## config.mk

```make
export PLATFORM = sky130hd
export DESIGN_NAME = usb_descriptor_rom
export DESIGN_NICKNAME = d
export VERILOG_FILES = /design/src/usb_desc_pkg.sv /design/src/usb_descriptor_rom.sv /design/src/usb_ep_desc.sv
export SDC_FILE = /design/constraint.sdc
export NUM_CORES = 1
export LEC_CHECK = 0
export ABC_AREA = 1
export ABC_CLOCK_PERIOD_IN_PS = 2050
export BUFFER_PORTS_ARGS = -buffer_cell sky130_fd_sc_hd__buf_4
export CORE_ASPECT_RATIO = 1.1
export CORE_MARGIN = 5
export CORE_UTILIZATION = 45
export DETAILED_ROUTE_END_ITERATION = 7
export PLACE_DENSITY = 0.78
export SYNTH_ARGS = -nofsm -noshare
export SYNTH_HDL_FRONTEND = slang
export SYNTH_SLANG_ARGS = --single-unit
```

## constraint.sdc

```tcl
create_clock -name clock -period 2.05 [get_ports clock]
set_input_delay 0.41 -clock clock [delete_from_list [all_inputs] [get_ports clock]]
set_output_delay 0.41 -clock clock [all_outputs]
set_load 0.05 [all_outputs]
```

## src/usb_desc_pkg.sv

```systemverilog
// Purpose: Shared constants and types for the descriptor source.
// Assumes: Little-endian word fields, byte 0 of each descriptor first.
// Notes: Byte images are packed arrays indexed from byte 0.
package usb_desc_pkg;

  // Descriptor type codes
  localparam logic [7:0] DT_DEVICE = 8'h01;
  localparam logic [7:0] DT_CONFIG = 8'h02;
  localparam logic [7:0] DT_INTERFACE = 8'h04;
  localparam logic [7:0] DT_ENDPOINT = 8'h05;

  // Descriptor lengths in bytes
  localparam logic [7:0] DEV_DESC_LEN = 8'h12;
  localparam logic [7:0] CFG_DESC_LEN = 8'h09;
  localparam logic [7:0] INTF_DESC_LEN = 8'h09;
  localparam logic [7:0] EP_DESC_LEN = 8'h07;
  localparam logic [15:0] CFG_TOTAL_LEN = 16'h0027;

  // Image sizes for indexing
  localparam int DEV_BYTES = 18;
  localparam int CFG_SET_BYTES = 39;
  localparam int EP_BYTES = 7;
  localparam logic [5:0] DEV_SIZE = 6'h12;
  localparam logic [5:0] CFG_SET_SIZE = 6'h27;

  // Device descriptor fields
  localparam logic [15:0] BCD_USB = 16'h0200;
  localparam logic [7:0] CLASS_NONE = 8'h00;
  localparam logic [7:0] EP0_MAX_PACKET = 8'h08;
  localparam logic [15:0] BCD_DEVICE = 16'h0101;
  localparam logic [7:0] STR_MANUF = 8'h01;
  localparam logic [7:0] STR_PRODUCT = 8'h02;
  localparam logic [7:0] STR_SERIAL = 8'h03;
  localparam logic [7:0] STR_NONE = 8'h00;
  localparam logic [7:0] NUM_CONFIGS = 8'h01;

  // Configuration and interface fields
  localparam logic [7:0] NUM_INTERFACES = 8'h01;
  localparam logic [7:0] CONFIG_VALUE = 8'h01;
  localparam logic [7:0] ATTR_BASE = 8'h80;
  localparam logic [7:0] ATTR_WAKE = 8'h20;
  localparam int WAKE_SRC_BIT = 6;
  localparam logic [7:0] MAX_POWER_DEF = 8'h3C;
  localparam logic [7:0] INTF_NUMBER = 8'h00;
  localparam logic [7:0] ALT_SETTING = 8'h00;
  localparam logic [7:0] NUM_ENDPOINTS = 8'h03;

  // Endpoint fields
  localparam logic [7:0] EP1_ADDR = 8'h81;
  localparam logic [7:0] EP2_ADDR = 8'h02;
  localparam logic [7:0] EP3_ADDR = 8'h83;
  localparam logic [7:0] XFER_BULK = 8'h02;
  localparam logic [7:0] XFER_INTR = 8'h03;
  localparam logic [15:0] MPS_FULL = 16'h0040;
  localparam logic [15:0] MPS_HIGH = 16'h0200;
  localparam logic [15:0] EP3_MPS = 16'h0008;
  localparam logic [7:0] BULK_INTERVAL_DEF = 8'h00;
  localparam logic [7:0] EP3_INTERVAL = 8'h01;

  // Request decode
  localparam logic [7:0] INDEX_ZERO = 8'h00;
  localparam logic [5:0] POS_ZERO = 6'h00;
  localparam logic [5:0] POS_ONE = 6'h01;
  localparam logic [5:0] POS_TWO = 6'h02;
  localparam logic [7:0] BYTE_ZERO = 8'h00;

  // Byte images
  typedef logic [0:DEV_BYTES-1][7:0] dev_image_t;
  typedef logic [0:CFG_SET_BYTES-1][7:0] cfg_image_t;
  typedef logic [0:EP_BYTES-1][7:0] ep_image_t;

  // Get-descriptor request as decoded from the setup stage
  typedef struct packed {
    logic [7:0] desc_type;
    logic [7:0] desc_index;
    logic [15:0] length;
  } desc_req_t;

  // Values loaded from the configuration memory
  typedef struct packed {
    logic present;
    logic [15:0] vendor_id;
    logic [15:0] product_id;
    logic [7:0] max_power;
    logic [7:0] bulk_interval;
  } eeprom_cfg_t;

  // Sequencer states, Gray along idle to send
  typedef enum logic [1:0] {
    ST_IDLE = 2'b00,
    ST_SEND = 2'b01
  } seq_state_t;

endpackage : usb_desc_pkg

```

## src/usb_descriptor_rom.sv

```systemverilog
// Purpose: Serves device and configuration descriptors byte by byte.
// Assumes: Requests come decoded from the control endpoint setup stage.
// Notes: Bytes leave on a valid/ready stream; ce low freezes all state.
`timescale 1ns/1ps
module usb_descriptor_rom
  import usb_desc_pkg::*;
#(
  parameter logic [15:0] VENDOR_ID_DEF = 16'h1111, // Arbitrary value
  parameter logic [15:0] PRODUCT_ID_DEF = 16'h2222 // Arbitrary value
) (
  input wire logic clock,
  input wire logic sys_rst,
  input wire logic ce,
  input wire logic req_valid,
  input wire desc_req_t req,
  output logic req_ready,
  output logic req_stall,
  input wire logic high_speed,
  input wire logic [7:0] network_control_reg,
  input wire eeprom_cfg_t eeprom,
  output logic tx_valid,
  output logic [7:0] tx_byte,
  output logic tx_last,
  input wire logic tx_ready
);

  // Sequencer and output registers
  seq_state_t state_reg; // Current state
  seq_state_t state_next; // Next state
  logic [5:0] pos_reg; // Index of byte on tx_byte
  logic [5:0] limit_reg; // Bytes to send this transfer
  logic kind_dev_reg; // High for device, low for config set
  logic req_ready_reg;
  logic req_stall_reg;
  logic tx_valid_reg;
  logic [7:0] tx_byte_reg;
  logic tx_last_reg;

  // Decode and image signals
  logic dev_ok; // Device descriptor requested
  logic cfg_ok; // Configuration set requested
  logic [5:0] req_size; // Full size of requested image
  logic [5:0] req_lim; // Size clipped to host length
  logic accept; // Request taken this cycle
  logic fire; // Byte taken by consumer this cycle
  logic rd_dev; // Image selector for next byte
  logic [5:0] rd_idx; // Index of next byte
  logic [7:0] rd_byte; // Next byte from the image
  logic [15:0] vendor_id;
  logic [15:0] product_id;
  logic [7:0] max_power;
  logic [7:0] bulk_interval;
  logic [15:0] bulk_mps;
  logic [7:0] cfg_attr;
  dev_image_t dev_img;
  cfg_image_t cfg_img;
  ep_image_t ep1_img;
  ep_image_t ep2_img;
  ep_image_t ep3_img;

  // Memory-loaded fields fall back to defaults
  assign vendor_id = eeprom.present ? eeprom.vendor_id : VENDOR_ID_DEF;
  assign product_id = eeprom.present ? eeprom.product_id : PRODUCT_ID_DEF;
  assign max_power = eeprom.present ? eeprom.max_power : MAX_POWER_DEF;
  assign bulk_interval = eeprom.present ? eeprom.bulk_interval
                                        : BULK_INTERVAL_DEF;

  // Speed selects bulk packet size
  assign bulk_mps = high_speed ? MPS_HIGH : MPS_FULL;

  // Wake bit mirrors the network control bit
  assign cfg_attr = ATTR_BASE
                    | (network_control_reg[WAKE_SRC_BIT] ? ATTR_WAKE
                                                         : BYTE_ZERO);

  // Device descriptor image
  assign dev_img = {DEV_DESC_LEN, DT_DEVICE, BCD_USB[7:0], BCD_USB[15:8],
                    CLASS_NONE, CLASS_NONE, CLASS_NONE,
                    EP0_MAX_PACKET,
                    vendor_id[7:0], vendor_id[15:8],
                    product_id[7:0], product_id[15:8],
                    BCD_DEVICE[7:0], BCD_DEVICE[15:8],
                    STR_MANUF, STR_PRODUCT, STR_SERIAL, NUM_CONFIGS};

  // Endpoint images, bulk pair and interrupt endpoint
  usb_ep_desc #(.EP_ADDR(EP1_ADDR), .EP_ATTR(XFER_BULK)) u_ep1 (
    .max_packet(bulk_mps),
    .interval(bulk_interval),
    .image(ep1_img)
  );
  usb_ep_desc #(.EP_ADDR(EP2_ADDR), .EP_ATTR(XFER_BULK)) u_ep2 (
    .max_packet(bulk_mps),
    .interval(bulk_interval),
    .image(ep2_img)
  );
  usb_ep_desc #(.EP_ADDR(EP3_ADDR), .EP_ATTR(XFER_INTR)) u_ep3 (
    .max_packet(EP3_MPS),
    .interval(EP3_INTERVAL),
    .image(ep3_img)
  );

  // Whole configuration set in order
  assign cfg_img = {CFG_DESC_LEN, DT_CONFIG,
                    CFG_TOTAL_LEN[7:0], CFG_TOTAL_LEN[15:8],
                    NUM_INTERFACES, CONFIG_VALUE, STR_NONE,
                    cfg_attr, max_power,
                    INTF_DESC_LEN, DT_INTERFACE, INTF_NUMBER, ALT_SETTING,
                    NUM_ENDPOINTS, CLASS_NONE, CLASS_NONE, CLASS_NONE,
                    STR_NONE,
                    ep1_img, ep2_img, ep3_img};

  // Request decode and length clipping
  always_comb begin
    dev_ok = (req.desc_type == DT_DEVICE) && (req.desc_index == INDEX_ZERO);
    cfg_ok = (req.desc_type == DT_CONFIG) && (req.desc_index == INDEX_ZERO);
    req_size = dev_ok ? DEV_SIZE : CFG_SET_SIZE;
    if (req.length < {10'h000, req_size}) begin
      req_lim = req.length[5:0];
    end else begin
      req_lim = req_size;
    end
  end

  // Handshake terms, all gated by the clock enable
  assign accept = ce && req_valid && req_ready_reg;
  assign fire = ce && tx_valid_reg && tx_ready;

  // Byte lookup for the next value of tx_byte
  always_comb begin
    rd_dev = accept ? dev_ok : kind_dev_reg;
    rd_idx = accept ? POS_ZERO : pos_reg + POS_ONE;
    if (rd_dev) begin
      rd_byte = (rd_idx < DEV_SIZE) ? dev_img[rd_idx] : BYTE_ZERO;
    end else begin
      rd_byte = (rd_idx < CFG_SET_SIZE) ? cfg_img[rd_idx] : BYTE_ZERO;
    end
  end

  // Next state of the sequencer
  always_comb begin
    state_next = state_reg;
    case (state_reg)
      ST_IDLE: begin
        // Unknown types and empty lengths never start a data stage
        if (accept && (dev_ok || cfg_ok) && (req_lim != POS_ZERO)) begin
          state_next = ST_SEND;
        end
      end
      ST_SEND: begin
        if (fire && tx_last_reg) begin
          state_next = ST_IDLE;
        end
      end
      default: begin
        state_next = ST_IDLE;
      end
    endcase
  end

  // State and handshake flags
  always_ff @(posedge clock or posedge sys_rst) begin
    if (sys_rst) begin
      state_reg <= ST_IDLE;
      req_ready_reg <= 1'b0;
      tx_valid_reg <= 1'b0;
      req_stall_reg <= 1'b0;
    end else if (ce) begin
      state_reg <= state_next;
      req_ready_reg <= (state_next == ST_IDLE);
      tx_valid_reg <= (state_next == ST_SEND);
      // One-cycle refusal for unsupported requests
      req_stall_reg <= accept && !(dev_ok || cfg_ok);
    end
  end

  // Transfer bookkeeping captured on accept
  always_ff @(posedge clock or posedge sys_rst) begin
    if (sys_rst) begin
      limit_reg <= POS_ZERO;
      kind_dev_reg <= 1'b0;
    end else if (accept) begin
      limit_reg <= req_lim;
      kind_dev_reg <= dev_ok;
    end
  end

  // Byte position, data and last marker
  always_ff @(posedge clock or posedge sys_rst) begin
    if (sys_rst) begin
      pos_reg <= POS_ZERO;
      tx_byte_reg <= BYTE_ZERO;
      tx_last_reg <= 1'b0;
    end else if (accept) begin
      pos_reg <= POS_ZERO;
      tx_byte_reg <= rd_byte;
      tx_last_reg <= (req_lim == POS_ONE);
    end else if (fire) begin
      pos_reg <= pos_reg + POS_ONE;
      tx_byte_reg <= rd_byte;
      tx_last_reg <= (pos_reg + POS_TWO == limit_reg);
    end
  end

  // Outputs straight from registers
  assign req_ready = req_ready_reg;
  assign req_stall = req_stall_reg;
  assign tx_valid = tx_valid_reg;
  assign tx_byte = tx_byte_reg;
  assign tx_last = tx_last_reg;

  // Checks on the served bytes
  a_dev_header: assert property (@(posedge clock) disable iff (sys_rst)
    tx_valid_reg && kind_dev_reg && pos_reg == POS_ONE |-> tx_byte_reg == 8'h01)
    else $error("device type byte wrong");
  a_dev_class_zero: assert property (@(posedge clock) disable iff (sys_rst)
    tx_valid_reg && kind_dev_reg && pos_reg == 6'h04 |-> tx_byte_reg == 8'h00)
    else $error("device class not zero");
  a_ep0_size: assert property (@(posedge clock) disable iff (sys_rst)
    tx_valid_reg && kind_dev_reg && pos_reg == 6'h07 |-> tx_byte_reg == 8'h08)
    else $error("control packet size wrong");
  a_num_configs: assert property (@(posedge clock) disable iff (sys_rst)
    tx_valid_reg && kind_dev_reg && pos_reg == 6'h11 |-> tx_byte_reg == 8'h01)
    else $error("configuration count wrong");
  a_cfg_total: assert property (@(posedge clock) disable iff (sys_rst)
    tx_valid_reg && !kind_dev_reg && pos_reg == POS_TWO
      |-> tx_byte_reg == 8'h27)
    else $error("total length wrong");
  a_wake_attr: assert property (@(posedge clock) disable iff (sys_rst)
    accept && cfg_ok && req_lim > 6'h07 ##1 (fire [*7])
      |=> tx_byte_reg == ($past(network_control_reg[6]) ? 8'hA0 : 8'h80))
    else $error("attributes byte wrong");
  a_num_endpoints: assert property (@(posedge clock) disable iff (sys_rst)
    tx_valid_reg && !kind_dev_reg && pos_reg == 6'h0D
      |-> tx_byte_reg == 8'h03)
    else $error("endpoint count wrong");
  a_ep1_address: assert property (@(posedge clock) disable iff (sys_rst)
    tx_valid_reg && !kind_dev_reg && pos_reg == 6'h14
      |-> tx_byte_reg == 8'h81)
    else $error("endpoint 1 address wrong");
  a_ep2_address: assert property (@(posedge clock) disable iff (sys_rst)
    tx_valid_reg && !kind_dev_reg && pos_reg == 6'h1B
      |-> tx_byte_reg == 8'h02)
    else $error("endpoint 2 address wrong");
  a_bulk_size: assert property (@(posedge clock) disable iff (sys_rst)
    tx_valid_reg && !kind_dev_reg && pos_reg == 6'h17
      |-> tx_byte_reg == (high_speed ? 8'h02 : 8'h00))
    else $error("bulk size high byte wrong");
  a_length_bound: assert property (@(posedge clock) disable iff (sys_rst)
    tx_valid_reg |-> pos_reg < limit_reg
      && (tx_last_reg == (pos_reg + POS_ONE == limit_reg)))
    else $error("transfer runs past its length");
  a_answer_start: assert property (@(posedge clock) disable iff (sys_rst)
    accept && (dev_ok || cfg_ok) && req_lim != POS_ZERO
      |=> tx_valid_reg && pos_reg == POS_ZERO && !req_ready_reg)
    else $error("data stage did not start");

endmodule : usb_descriptor_rom

```

## src/usb_ep_desc.sv

```systemverilog
// Purpose: Byte image of one endpoint descriptor.
// Assumes: Inputs are stable while the image is read.
// Notes: Purely combinational; the top registers its output.
`timescale 1ns/1ps
module usb_ep_desc
  import usb_desc_pkg::*;
#(
  parameter logic [7:0] EP_ADDR = 8'h00,
  parameter logic [7:0] EP_ATTR = 8'h00
) (
  input wire logic [15:0] max_packet,
  input wire logic [7:0] interval,
  output ep_image_t image
);

  // Length, type, address, attributes, size low/high, interval
  assign image = {EP_DESC_LEN, DT_ENDPOINT, EP_ADDR, EP_ATTR,
                  max_packet[7:0], max_packet[15:8], interval};

endmodule : usb_ep_desc

```

## Word-level counts from Yosys, hierarchy flattened

Index checks and enable logic that the tools add are counted.
W data, S select, Z words.

- Equality and inequality tests: 6
- Bitwise logic cells: 1
- Order comparisons: 5
- Multiplexer cells: 28
- Add/sub/neg operators: 2
- Reductions and logical operators: 17

Operators with widths:

| cell | count |
|---|---|
| $mux W8 | 11 |
| $bmux W8 S6 | 1 |
| $bmux W8 S5 | 1 |
| $mux W6 | 6 |
| $mux W16 | 2 |
| $lt A16 B6 Y1 | 1 |
| $logic_and A1 B1 Y1 | 10 |
| $mux W10 | 1 |
| $eq A8 B1 Y1 const B | 1 |
| $eq A8 B2 Y1 const B | 1 |
| $logic_not A8 Y1 | 1 |
| $ge A7 B6 Y1 const B | 1 |
| $ge A7 B7 Y1 const B | 1 |
| $not A6 Y7 | 1 |
| $add A6 B1 Y6 const B | 1 |
| $add A6 B2 Y6 const B | 1 |
| $eq A6 B1 Y1 const B | 1 |
| $eq A6 B6 Y1 | 1 |
| $lt A6 B5 Y1 const B | 1 |
| $lt A6 B6 Y1 const B | 1 |
| $reduce_bool A6 Y1 | 1 |
| $eq A2 B1 Y1 const B | 2 |
| $logic_not A2 Y1 | 2 |
| $mux W2 | 2 |
| 5 further kinds | 7 |

- Bits of input ports: 95
- Output and inout port bits: 12
- Register bits: 27

## Longest topological paths before layout

Gate-level depths: netlist of the first run.

- Word-level depth: 11
- Gate-level depth with buffers: 20

## Cells and area by module

Synthesis of the first run repeated with hierarchy kept, for this count alone.

- Cells, all modules: 915
- Area, all modules: 5,471.5 µm²

By module, submodules not included:

| module | sequential area each (µm²) | times used | area an instance (µm²) | cells each |
|---|---|---|---|---|
| usb_descriptor_rom | 675.6 | 1 | 4,187.8 | 741 |
| usb_ep_desc | 0.0 | 3 | 427.9 | 58 |

## Worst setup path before layout of the first run

OpenSTA, ideal clock, no wires.

- Kind: input -> register
- Start: in req[27] (netlist name)
- End: reg tx_valid_reg (netlist: tx_valid)
- Slack: -395 ps
- Cell stages on the path: 18
- Library setup time: 118 ps
- Buffers on the path: 0
- Data arrival time: 2,327 ps
- Cells stage by stage: or2_2 -> nor2_1 -> nand3_2 -> ha_1 -> o21ai_0 -> nand2_1 -> nand2_1 -> nand2_1 -> nand2_1 -> nand3_2 -> nor2_1 -> nand2_1 -> nor2_1 -> nand3_1 -> nand2_1 -> nand2_1 -> nand2_1 -> nand2_1

- Word-level cells in the longest chain between the ends: 10
- Elaborated cells on any way between the ends: 14
- Those cells by class: 1 x order compare; 3 x eq/ne; 4 x mux; 6 x reduce/logical

Ends and longest elaborated chain:

| what | RTL line | source |
|---|---|---|
| start, declared | usb_descriptor_rom.sv:15 | `input wire desc_req_t req,` |
| $eq A8 B1 Y1 | usb_descriptor_rom.sv:114 | `dev_ok = (req.desc_type == DT_DEVICE) && (req.desc_index == INDEX_ZERO);` |
| $logic_and A1 B1 Y1 | usb_descriptor_rom.sv:114 |  |
| $mux W6 | usb_descriptor_rom.sv:116 | `req_size = dev_ok ? DEV_SIZE : CFG_SET_SIZE;` |
| $lt A16 B6 Y1 | usb_descriptor_rom.sv:117 | `if (req.length < {10'h000, req_size}) begin` |
| $mux W6 | usb_descriptor_rom.sv:117 |  |
| $reduce_bool A6 Y1 | usb_descriptor_rom.sv:145 | `if (accept && (dev_ok \|\| cfg_ok) && (req_lim != POS_ZERO)) begin` |
| $logic_and A1 B1 Y1 * | usb_descriptor_rom.sv:145 |  |
| $mux W2 * | usb_descriptor_rom.sv:145 |  |
| $pmux W2 S2 * | usb_descriptor_rom.sv:142 | `case (state_reg)` |
| $eq A2 B1 Y1 * | usb_descriptor_rom.sv:170 | `tx_valid_reg <= (state_next == ST_SEND);` |
| end signal, assigned | usb_descriptor_rom.sv:170 |  |
| end, declared | usb_descriptor_rom.sv:35 | `logic tx_valid_reg;` |

Every way passes the cells marked *; elsewhere a longest branch is shown, timed or not.
A chain may end at the register's enable or synchronous reset.

## Final worst setup path of the first run

- Start: in req[19] (netlist name)
- End: reg state_reg[0]

- Word-level cells in the longest chain between the ends: 9
- Elaborated cells on any way between the ends: 12
- Those cells by class: 1 x order compare; 4 x mux; 7 x reduce/logical

Ends and longest elaborated chain:

| what | RTL line | source |
|---|---|---|
| $logic_not A8 Y1 * | usb_descriptor_rom.sv:114, usb_descriptor_rom.sv:115 |  |
| $logic_and A1 B1 Y1 | usb_descriptor_rom.sv:114 |  |
| $mux W6 | usb_descriptor_rom.sv:116 |  |
| $lt A16 B6 Y1 | usb_descriptor_rom.sv:117 |  |
| $mux W6 | usb_descriptor_rom.sv:117 |  |
| $reduce_bool A6 Y1 | usb_descriptor_rom.sv:145 |  |
| $logic_and A1 B1 Y1 * | usb_descriptor_rom.sv:145 |  |
| $mux W2 * | usb_descriptor_rom.sv:145 |  |
| $pmux W2 S2 * | usb_descriptor_rom.sv:142 |  |
| end signal, assigned | usb_descriptor_rom.sv:168 | `state_reg <= state_next;` |
| end, declared | usb_descriptor_rom.sv:28 | `seq_state_t state_reg;` |

Marked as above.

==> metrics.md, run 1 <==
| Metric | Value |
|---|---|
| WL/cell | `16.6 um` |
| Worst Setup End Kind | `flip-flop` |
| Antenna viol nets, final | `0` |
| TritonCTS clock tree | `done` |
| Synthesized Nets | `527` |
| Total GRT Usage | `27.2%` |
| Remaining routing DRC violations | `0` |
| 1st-iter DRT viols | `396` |
| Sequential fraction of the synthesis area | `25.1%` |
| Worst vdd ir | `0.000802 V` |
| Post-synth EDFFs | `0` |
| Clock sink total | `27` |
| Final setup fails | `7` |
| Relative slew slack | `55.5%` |
| Largest register FFs | `8` |
| Clock transition at path regs | `0.09 ns` |
| Worst EP required | `2.23 ns` |
| Nets | `719` |
| Worst setup margin | `-0.162 ns` |
| Final HPWL DP | `8730 um` |
| Yosys top cell area share | `25.1%` |
| Core ar. | `5810 sq um` |
| Endpoints failing hold | `0` |
| Chip height | `91.1 um` |
| Skew-Pair Late Insertion Delay | `0.28 ns` |
| TritonRoute pass-1 iters | `5` |
| Area delta synth->final | `72.5%` |
| Die width | `83.8 um` |
| Mapped cell area | `2690 sq um` |
| Drt via density | `5.57` |
| Placed cell areas | `4150 sq um` |
| FMAX | `452 MHz` |
| # diodes | `0` |
| Gate Count Post-Synth | `422` |
| IO buf count | `99` |
| Synth unique cells | `42` |
| Status | `finished, violations left` |
| Pre-CTS setup slack | `-0.483 ns` |
| Top_reg_cell synth | `dfrtp_1` |
| Vias after detailed routing | `3843` |
| CP arrival | `2.39 ns` |
| Clk_skew | `0.00527 ns` |
| P_leak | `2.31 nW` |
| Max Cap Viol | `0` |
| Fillers | `409` |
| Die footprint | `7640 sq um` |
| Syn avg cell area | `6.38 sq um` |
| Unrepaired setup endpoints after global routing | `true` |
| Antenna violations before repair | `0` |
| CTS buffer count | `3` |
| CTS H-tree depth | `1` |
| Number of global-route vias before repair | `3707` |
| Post-synth top area cell | `dfrtp_1` |
| Slew @ Worst Pin | `0.659 ns` |
| Root buffer cell | `clkbuf_8` |
| Fin crit period | `2.21 ns` |
| Worst Hold Class | `in2async` |
| Layout cells sized above 1 | `46.7%` |
| Overflow after GRT | `0` |
| Final Cell Area | `4650 sq um` |
| Setup CP Type | `in2reg` |
| First-pass GRT wire length | `17200 um` |
| Post-synth ARST share | `100%` |
| Floorplan row count | `29` |
| Failing checks | `setup timing` |
| Flop and latch count out of synthesis | `27` |
| Critical path startpoint category | `primary input` |
| Critical-path maximum fanout | `4` |
| Final slew viol count | `0` |
| Count of warnings emitted by yosys | `0` |
| Max clock buf depth | `2` |
| # IOs | `107` |
| Routability Congestion | `1.02` |
| WL final | `11500 um` |
| Pwr dens | `1050 nW/um^2` |
| Largest net degree at the start of global routing | `28` |
| Largest cells by area after synthesis | `dfrtp_1 25%, nand2_1 15%, o21ai_0 7.2%` |
| Final period util | `108%` |
| Initial Utilization | `46.4%` |
[layout by cell type (no fill, tap or decap), types with 5 or more instances in the layout]
| cell type | instances |
|---|---|
| buf_4 | 183 |
| nand2_1 | 94 |
| nor2_1 | 37 |
| o21ai_0 | 31 |
| inv_1 | 28 |
| dfrtp_1 | 25 |
| nand3_1 | 22 |
| a21oi_1 | 22 |
| buf_6 | 16 |
| nand4_1 | 15 |
| nand2_2 | 13 |
| inv_2 | 10 |
| o211ai_1 | 10 |
| nor2_4 | 8 |
| nor2_2 | 8 |
| o21ai_1 | 7 |
| nand2_4 | 6 |
| nor3_1 | 6 |
| a21oi_2 | 5 |
[synth_stat cells (4+ instances only)]
cell type,number
o21ai_0,39
nor4_1,4
buf_2,7
o211ai_1,10
nor3_1,7
nand3_1,24
dfrtp_1,27
nand4_1,15
nand2_1,108
a21oi_1,26
ha_1,10
inv_2,6
inv_1,34
xor2_1,4
nor2_1,48
[layout make-up]
type | instances | area [sq um] | area share (%)
clock inverter | 1 | 5.00 | 0.108
multi-input combinational | 338 | 2050 | 44.1
tap | 77 | 96.3 | 2.07
timing repair buffer | 202 | 1610 | 34.7
sequential | 27 | 678 | 14.6
clock buffer | 3 | 41.3 | 0.888
inverter | 42 | 163 | 3.50
[worst max-delay path, stage by stage]
cell and delay [ns]:
buf_4 0.12, nor2_2 0.13, nand2_2 0.08, nor2_4 0.14, nand3_4 0.11, ha_4 0.30, o21ai_2 0.05, nand2_1 0.05
nand2_1 0.04, nand2_1 0.07, nand2_2 0.06, buf_4 0.13, buf_6 0.11, nand3_1 0.07, nand2_1 0.07, inv_2 0.07
nand3_2 0.10, nand2_2 0.08, nand2_1 0.05, nand2_1 0.07, nand2_1 0.05
[logic make-up (layout without fill, tap and decap cells)]
group,Yosys count,after routing,synth area share [%]
buffers and inverters,57,248,9.01
adders and majority gates,10,10,4.64
AOI/OAI and AO/OA,96,96,21.1
DFF,27,27,25.1
and+or+nand+nor,224,224,37.3
xor gates and xnor gates,8,8,2.88
[power breakdown]
part           internal [mW]  switching (mW)  total [mW]
clock                  0.137           0.175       0.312
combinational           1.71            2.07        3.78
sequential             0.649           0.128       0.777
total                   2.50            2.37        4.87
[stage by stage]
| stage | cells | power [mW] | TNS, ns | utilization, % | hold slack [ns] |
|---|---|---|---|---|---|
| after detailed placement | 665 | 3.90 | -3.18 | 71.6 | 0.476 |
| after global placement | 665 | 3.85 | -2.31 | 71.6 | 0.466 |
| after global routing | 690 | 5.16 | -2.14 | 80.1 | 0.215 |
| after floorplan | 422 | 2.45 | -0.530 | - | 0.463 |
| final | 690 | 4.87 | -0.627 | 80.1 | 0.184 |
| after CTS | 675 | 4.35 | -0.128 | 74.7 | 0.194 |
[layer usage]
layer	up-vias	GRT usage (%)	part of all wire (%)
li1	1815	-	-
met1	1759	29.4	36
met2	209	51.3	51
met3	60	3.17	6.5
met4	0	14.7	5.6
met5	-	0	0
[final timing paths]
path	from	endpoint	slack, ns	depth (start not counted)
min in group clock	req[1]	limit_reg[1]	0.41	3
setup / recovery	req[19]	state_reg[0]	-0.16	21
hold / removal	sys_rst	limit_reg[4]	0.18	3
hold reg to reg	tx_byte[0]	tx_byte[0]	0.51	2
max in group asynchronous	sys_rst	req_ready	1.58	3
setup reg to reg	pos_reg[1]	tx_byte[0]	-0.05	12
[repair_timing]
item,CTS,global route
pin swaps,17,39
endpoints found under the setup margin,11,16
resized for setup,24,59
hold buffers,0,0
buffers inserted,6,15
(Power assumes the default switching activity.)
==> run 2: changes to the inputs <==
--- a/config.mk
+++ b/config.mk
@@ -8,11 +8,14 @@
 export ABC_AREA = 1
 export ABC_CLOCK_PERIOD_IN_PS = 2050
 export BUFFER_PORTS_ARGS = -buffer_cell sky130_fd_sc_hd__buf_4
+export CELL_PAD_IN_SITES_DETAIL_PLACEMENT = 0
+export CELL_PAD_IN_SITES_GLOBAL_PLACEMENT = 1
 export CORE_ASPECT_RATIO = 1.1
 export CORE_MARGIN = 5
-export CORE_UTILIZATION = 45
+export CORE_UTILIZATION = 30
 export DETAILED_ROUTE_END_ITERATION = 7
-export PLACE_DENSITY = 0.78
+export PLACE_DENSITY_LB_ADDON = 0.1
+export REMOVE_ABC_BUFFERS = 1
 export SYNTH_ARGS = -nofsm -noshare
 export SYNTH_HDL_FRONTEND = slang
 export SYNTH_SLANG_ARGS = --single-unit
==> run 2 against run 1 <==
Against the previous run: the run still ends with setup timing left; sequential share of layout area fell by 0.59 points; routed wire length is 1.5% lower; worst setup slack gained 0.12 ns; highest routed layer unchanged.
==> metrics.md, run 2 (synthesized netlist as in run 1, its figures left out) <==
| Metric | Value |
|---|---|
| Clock sink total | `27` |
| Slew @ Worst Pin | `0.489 ns` |
| Core ar. | `8830 sq um` |
| Skew-Pair Late Insertion Delay | `0.29 ns` |
| Worst vdd ir | `0.000398 V` |
| Final period util | `102%` |
| Relative slew slack | `67.0%` |
| Worst setup margin | `-0.0369 ns` |
| Fillers | `901` |
| Pwr dens | `1040 nW/um^2` |
| Total GRT Usage | `19.9%` |
| First-pass GRT wire length | `17500 um` |
| Critical path startpoint category | `primary input` |
| IO buf count | `99` |
| Max Used Layer | `met4` |
| WL/cell | `15.4 um` |
| Clk_skew | `0.0160 ns` |
| Final slew viol count | `0` |
| Antenna violations before repair | `0` |
| Unrepaired setup endpoints after global routing | `true` |
| Worst EP required | `2.22 ns` |
| WL final | `11300 um` |
| Final Cell Area | `4840 sq um` |
| Antenna viol nets, final | `0` |
| Die width | `100 um` |
| Met2 WL post-DR | `6150 um` |
| Remaining routing DRC violations | `0` |
| 1st-iter DRT viols | `154` |
| CP arrival | `2.25 ns` |
| Total Power | `5.05 mW` |
| Pre-CTS setup slack | `-0.652 ns` |
| Status | `finished, violations left` |
| Layout cells sized above 1 | `48.5%` |
| TritonRoute pass-1 iters | `4` |
| Most frequent cells in the layout | `194 x buf_4, 96 x nand2_1, 38 x nor2_1` |
| Placed cell areas | `4230 sq um` |
| Initial Utilization | `30.5%` |
| Endpoints failing hold | `0` |
| TritonCTS clock tree | `done` |
| Fin crit period | `2.09 ns` |
| Max clock buf depth | `2` |
| # IOs | `107` |
| Floorplan row count | `36` |
| Die footprint | `11000 sq um` |
| Final setup fails | `5` |
| Clock transition at path regs | `0.11 ns` |
| Metal3 WL | `472 um` |
| Overflow after GRT | `0` |
| Most common cell after layout, fill and taps aside | `buf_4` |
| Root buffer cell | `clkbuf_8` |
| Area delta synth->final | `79.8%` |
| Chip height | `109 um` |
| CTS hold repair buffers | `0` |
| Critical-path maximum fanout | `3` |
| Vias after detailed routing | `3654` |
| FMAX | `479 MHz` |
| CTS H-tree depth | `1` |
| Worst Setup End Kind | `flip-flop` |
| Failing checks | `setup timing` |
| Max Cap Viol | `0` |
| Nets | `727` |
| Drt via density | `4.97` |
| P_leak | `2.36 nW` |
| Number of global-route vias before repair | `3662` |
| Largest net degree at the start of global routing | `28` |
| Post-Place Cells | `714` |
| Post-Layout Cell Count | `735` |
| Worst Hold Class | `in2async` |
| Routability Congestion | `0.858` |
| Largest register FFs | `8` |
| TNS Setup | `-0.0875 ns` |
| CTS buffer count | `3` |
| Metal1 wirelength | `4510 um` |
| Final HPWL DP | `9080 um` |
| Setup CP Type | `in2reg` |
| # diodes | `0` |
[run 2: cell type report]
cell class	instances	area, sq um	share of cell area (%)
Multi-Input combinational cell	339	2150	44.3
Timing Repair Buffer	209	1650	34.1
Sequential cell	27	678	14.0
Inverter	42	176	3.64
Tap cell	114	143	2.94
Clock buffer	3	41.3	0.852
Clock inverter	1	8.76	0.181
[run 2: where the power goes]
part           switching [mW]  internal [mW]  leakage, nW
Clock                   0.189          0.143       0.0261
Sequential              0.124          0.651        0.341
Combinational            2.14           1.81         1.99
[run 2: per-layer routing]
layer	up-vias	track usage, %
li1	1840	-
met1	1705	23.3
met3	12	1.46
met4	0	3.95
met2	97	39.4
met5	-	0
[run 2: worst max-delay path, cell delays in order]
cell	delay (ns)
buf_4	0.11
or2_4	0.23
nor2_4	0.13
nand3_4	0.10
inv_1	0.07
ha_1	0.22
and3_4	0.16
nand2_2	0.07
nand3_2	0.10
buf_4	0.14
buf_4	0.12
buf_4	0.13
o211ai_1	0.17
nand2_1	0.07
[run 2: worst paths after layout]
kind                       slack, ns       start  cells past startpoint      endpoint
max                            -0.04     req[26]                     14  limit_reg[4]
min                             0.17     sys_rst                      3     req_stall
max reg2reg                    -0.02  pos_reg[1]                     15    tx_byte[0]
min reg2reg                     0.50  tx_byte[5]                      2    tx_byte[5]
max in group asynchronous       1.56     sys_rst                      3    pos_reg[2]
min in group clock              0.42          ce                      3  state_reg[1]
[run 2: what timing repair did]
action,in CTS,in global routing
gates cloned,0,1
endpoints found under the setup margin,15,16
gates resized for setup,54,62
pin swaps,18,20
buffers inserted,8,9
[run 2: metrics by stage]
stage,hold WS (ns),utilization [%]
after floorplan,0.463,-
after global placement,0.466,47.9
after detailed placement,0.471,47.9
after CTS,0.182,51.2
after global routing,0.193,54.9
final,0.173,54.9
==> run 3: changes to the inputs <==
--- a/config.mk
+++ b/config.mk
@@ -5,16 +5,17 @@
 export SDC_FILE = /design/constraint.sdc
 export NUM_CORES = 1
 export LEC_CHECK = 0
-export ABC_AREA = 1
+export ABC_AREA = 0
 export ABC_CLOCK_PERIOD_IN_PS = 2050
 export BUFFER_PORTS_ARGS = -buffer_cell sky130_fd_sc_hd__buf_4
 export CELL_PAD_IN_SITES_DETAIL_PLACEMENT = 0
 export CELL_PAD_IN_SITES_GLOBAL_PLACEMENT = 1
 export CORE_ASPECT_RATIO = 1.1
 export CORE_MARGIN = 5
-export CORE_UTILIZATION = 30
+export CORE_UTILIZATION = 32
 export DETAILED_ROUTE_END_ITERATION = 7
 export PLACE_DENSITY_LB_ADDON = 0.1
+export RECOVER_POWER = 25
 export REMOVE_ABC_BUFFERS = 1
 export SYNTH_ARGS = -nofsm -noshare
 export SYNTH_HDL_FRONTEND = slang
==> run 3 against run 2 <==
Against the previous run: the flow finishes with violations (capacitance limit, slew limit, setup timing); die area rose by 0.88%; area after synthesis up 7.7%; critical path depth decreased by 1; hold slack improved by 0.24 ns; count of clock-buffer cells in the layout up 1; highest routed layer unchanged.
==> metrics.md, run 3 <==
| Metric | Value |
|---|---|
| Status | `finished, violations left` |
| Failing checks | `capacitance limit, slew limit, setup timing` |
| TritonCTS clock tree | `done` |
| P_leak | `2.30 nW` |
| Max clock buf depth | `2` |
| Worst path cell trace | `buf_4, nor4b_2, and4_4, inv_4, ha_4, o21a_1, a311oi_2, o21bai_1, buf_4, a21oi_4, buf_6, a21oi_2, nor2_1` |
| Post-synth top area cell | `dfrtp_1` |
| Skew-Pair Late Insertion Delay | `0.27 ns` |
| Final setup fails | `17` |
| WL/cell | `19.7 um` |
| Drt via density | `5.61` |
| Initial Utilization | `32.7%` |
| Hold path startpoint | `req[3]` |
| Post-synth EDFFs | `0` |
| Die footprint | `11100 sq um` |
| TritonRoute pass-1 iters | `4` |
| Relative slew slack | `-6.21%` |
| Antenna violations before repair | `0` |
| Crit-path max cell delay | `0.29 ns` |
| IO buf count | `99` |
| FF-to-FF End | `tx_byte[1]` |
| Largest net degree at the start of global routing | `28` |
| Synth unique cells | `79` |
| Syn avg cell area | `7.91 sq um` |
| Floorplan row count | `36` |
| Root buffer cell | `clkbuf_8` |
| 1st-iter DRT viols | `182` |
| Final period util | `110%` |
| Critical path startpoint category | `primary input` |
| Area delta synth->final | `84.4%` |
| Pwr dens | `755 nW/um^2` |
| CTS buffer count | `3` |
| Chip height | `110 um` |
| CTS hold repair buffers | `0` |
| Die width | `101 um` |
| Final Cell Area | `5350 sq um` |
| Gate Count Post-Synth | `367` |
| Fillers | `849` |
| Unrepaired setup endpoints after global routing | `true` |
| Fin crit period | `2.25 ns` |
| Endpoints failing hold | `0` |
| Flop and latch count out of synthesis | `27` |
| Overflow after GRT | `0` |
| Final HPWL DP | `10700 um` |
| Largest register FFs | `8` |
| Core ar. | `8870 sq um` |
| Most frequent cells in the layout | `195 x buf_4, 33 x nand2_1, 27 x buf_6, 27 x dfrtp_1, 21 x nor2_1` |
| CTS H-tree depth | `1` |
| Synth top cells by count | `43 x nand2_1, 27 x dfrtp_1, 24 x nor2_1` |
| # IOs | `107` |
| Remaining routing DRC violations | `0` |
| Yosys top cell area share | `23.3%` |
| Slew @ Worst Pin | `1.59 ns` |
| Post-synth ARST share | `100%` |
| Total GRT Usage | `24.2%` |
| R2r setup slk | `-0.14 ns` |
| Clock sink total | `27` |
| # diodes | `0` |
| Worst r2r src | `pos_reg[1]` |
| TNS Setup | `-1.79 ns` |
| Mapped cell area | `2900 sq um` |
| Worst vdd ir | `0.000385 V` |
| Setup CP Type | `in2reg` |
| First-pass GRT wire length | `20800 um` |
| Worst R2R Path Depth | `8` |
| Worst EP required | `2.26 ns` |
| Worst hold slack | `0.409 ns` |
| Pre-CTS setup slack | `-0.814 ns` |
| Worst setup margin | `-0.204 ns` |
| Top_reg_cell synth | `dfrtp_1` |
| Clock transition at path regs | `0.09 ns` |
| WL final | `13600 um` |
| Clk_skew | `0.00534 ns` |
| Placed cell areas | `4480 sq um` |
| FMAX | `444 MHz` |
| Depth of the worst hold-timing path | `3` |
| Hold Crit Endpoint | `limit_reg[3]` |
| CP arrival | `2.46 ns` |
| Slowest-stage cell, CP | `nor4b_2` |
| Worst Hold Class | `in2reg` |
| Routability Congestion | `0.916` |
| Count of warnings emitted by yosys | `0` |
| Nets | `683` |
| Largest cells by area after synthesis | `dfrtp_1 23%, nand2_1 5.6%, ha_1 4.3%` |
| Final slew viol count | `28` |
| Sequential fraction of the synthesis area | `23.3%` |
| Cell repeated most along the worst path | `buf_4` |
| Critical-path maximum fanout | `3` |
| Layout cells sized above 1 | `56.0%` |
| Antenna viol nets, final | `0` |
| Number of global-route vias before repair | `3988` |
| Most frequent cell after synthesis | `nand2_1` |
| Worst Setup End Kind | `flip-flop` |
| Most common cell after layout, fill and taps aside | `buf_4` |
| Vias after detailed routing | `3874` |
| Max Cap Viol | `1` |
==> run 3: power by group <==
part	switching (mW)	internal, mW
combinational	1.67	1.37
clock	0.165	0.139
sequential	0.0689	0.623
==> run 3: what timing repair did <==
action	CTS	global route
endpoints found under the setup margin	18	17
resized for setup	90	52
buffers inserted	14	9
pin swaps	41	47
cloned	1	0
==> run 3: per-stage QoR <==
stage / power [mW] / instances / util [%]
6_report: 4.04 / 691 / 60.3
5_1_grt: 4.30 / 691 / 60.3
4_1_cts: 3.82 / 684 / 57.1
3_5_place_dp: 3.24 / 665 / 50.5
3_3_place_gp: 3.24 / 665 / 50.5
2_1_floorplan: 2.00 / 345 / -
==> run 3: cell families (layout without fill, tap and decap cells) <==
group,count (synthesis),count (layout),share of synthesized area (%)
flops,27,27,23.3
xor+xnor,16,16,5.99
buf+inv,36,246,6.12
mux,11,11,4.53
simple gates,144,144,25.3
fa+ha+maj,10,10,4.31
compound gates,123,123,30.4
==> run 3: worst max-delay path by stage <==
stage / from / end / slack, ns / cells after the start
2_1_floorplan: pos_reg[0] / tx_byte[5] / -0.77 / 9
3_5_place_dp: req[17] / tx_valid / -0.81 / 11
4_1_cts: req[22] / req_ready / -0.23 / 11
3_3_place_gp: req[17] / tx_valid / -0.71 / 11
6_report: req[25] / limit_reg[4] / -0.20 / 13
5_1_grt: req[22] / req_ready / -0.31 / 11
==> run 3: final cells by class <==
| type | count | area, sq um | area share (%) |
|---|---|---|---|
| inverters | 14 | 57.6 | 1.08 |
| well taps | 114 | 143 | 2.67 |
| multi-input cells | 304 | 2600 | 48.6 |
| flip-flops and latches | 27 | 676 | 12.6 |
| repair buffers | 228 | 1830 | 34.2 |
| clock buffers | 4 | 45.0 | 0.842 |
==> run 3: metal layers <==
layer | share of wire, % | global-route usage (%) | vias up
met5 | 0 | 0 | -
met2 | 50 | 43.8 | 151
met4 | 3.7 | 10.2 | 0
met3 | 5.5 | 2.92 | 34
met1 | 40 | 28.6 | 1851
li1 | - | - | 1838
==> run 3: critical path: cells and delay by family <==
kind	cells	cell delay (ns)
adders and majority gates	1	0.23
and+or+nand+nor	3	0.69
buffers and inverters	4	0.45
AOI/OAI and AO/OA	5	0.68
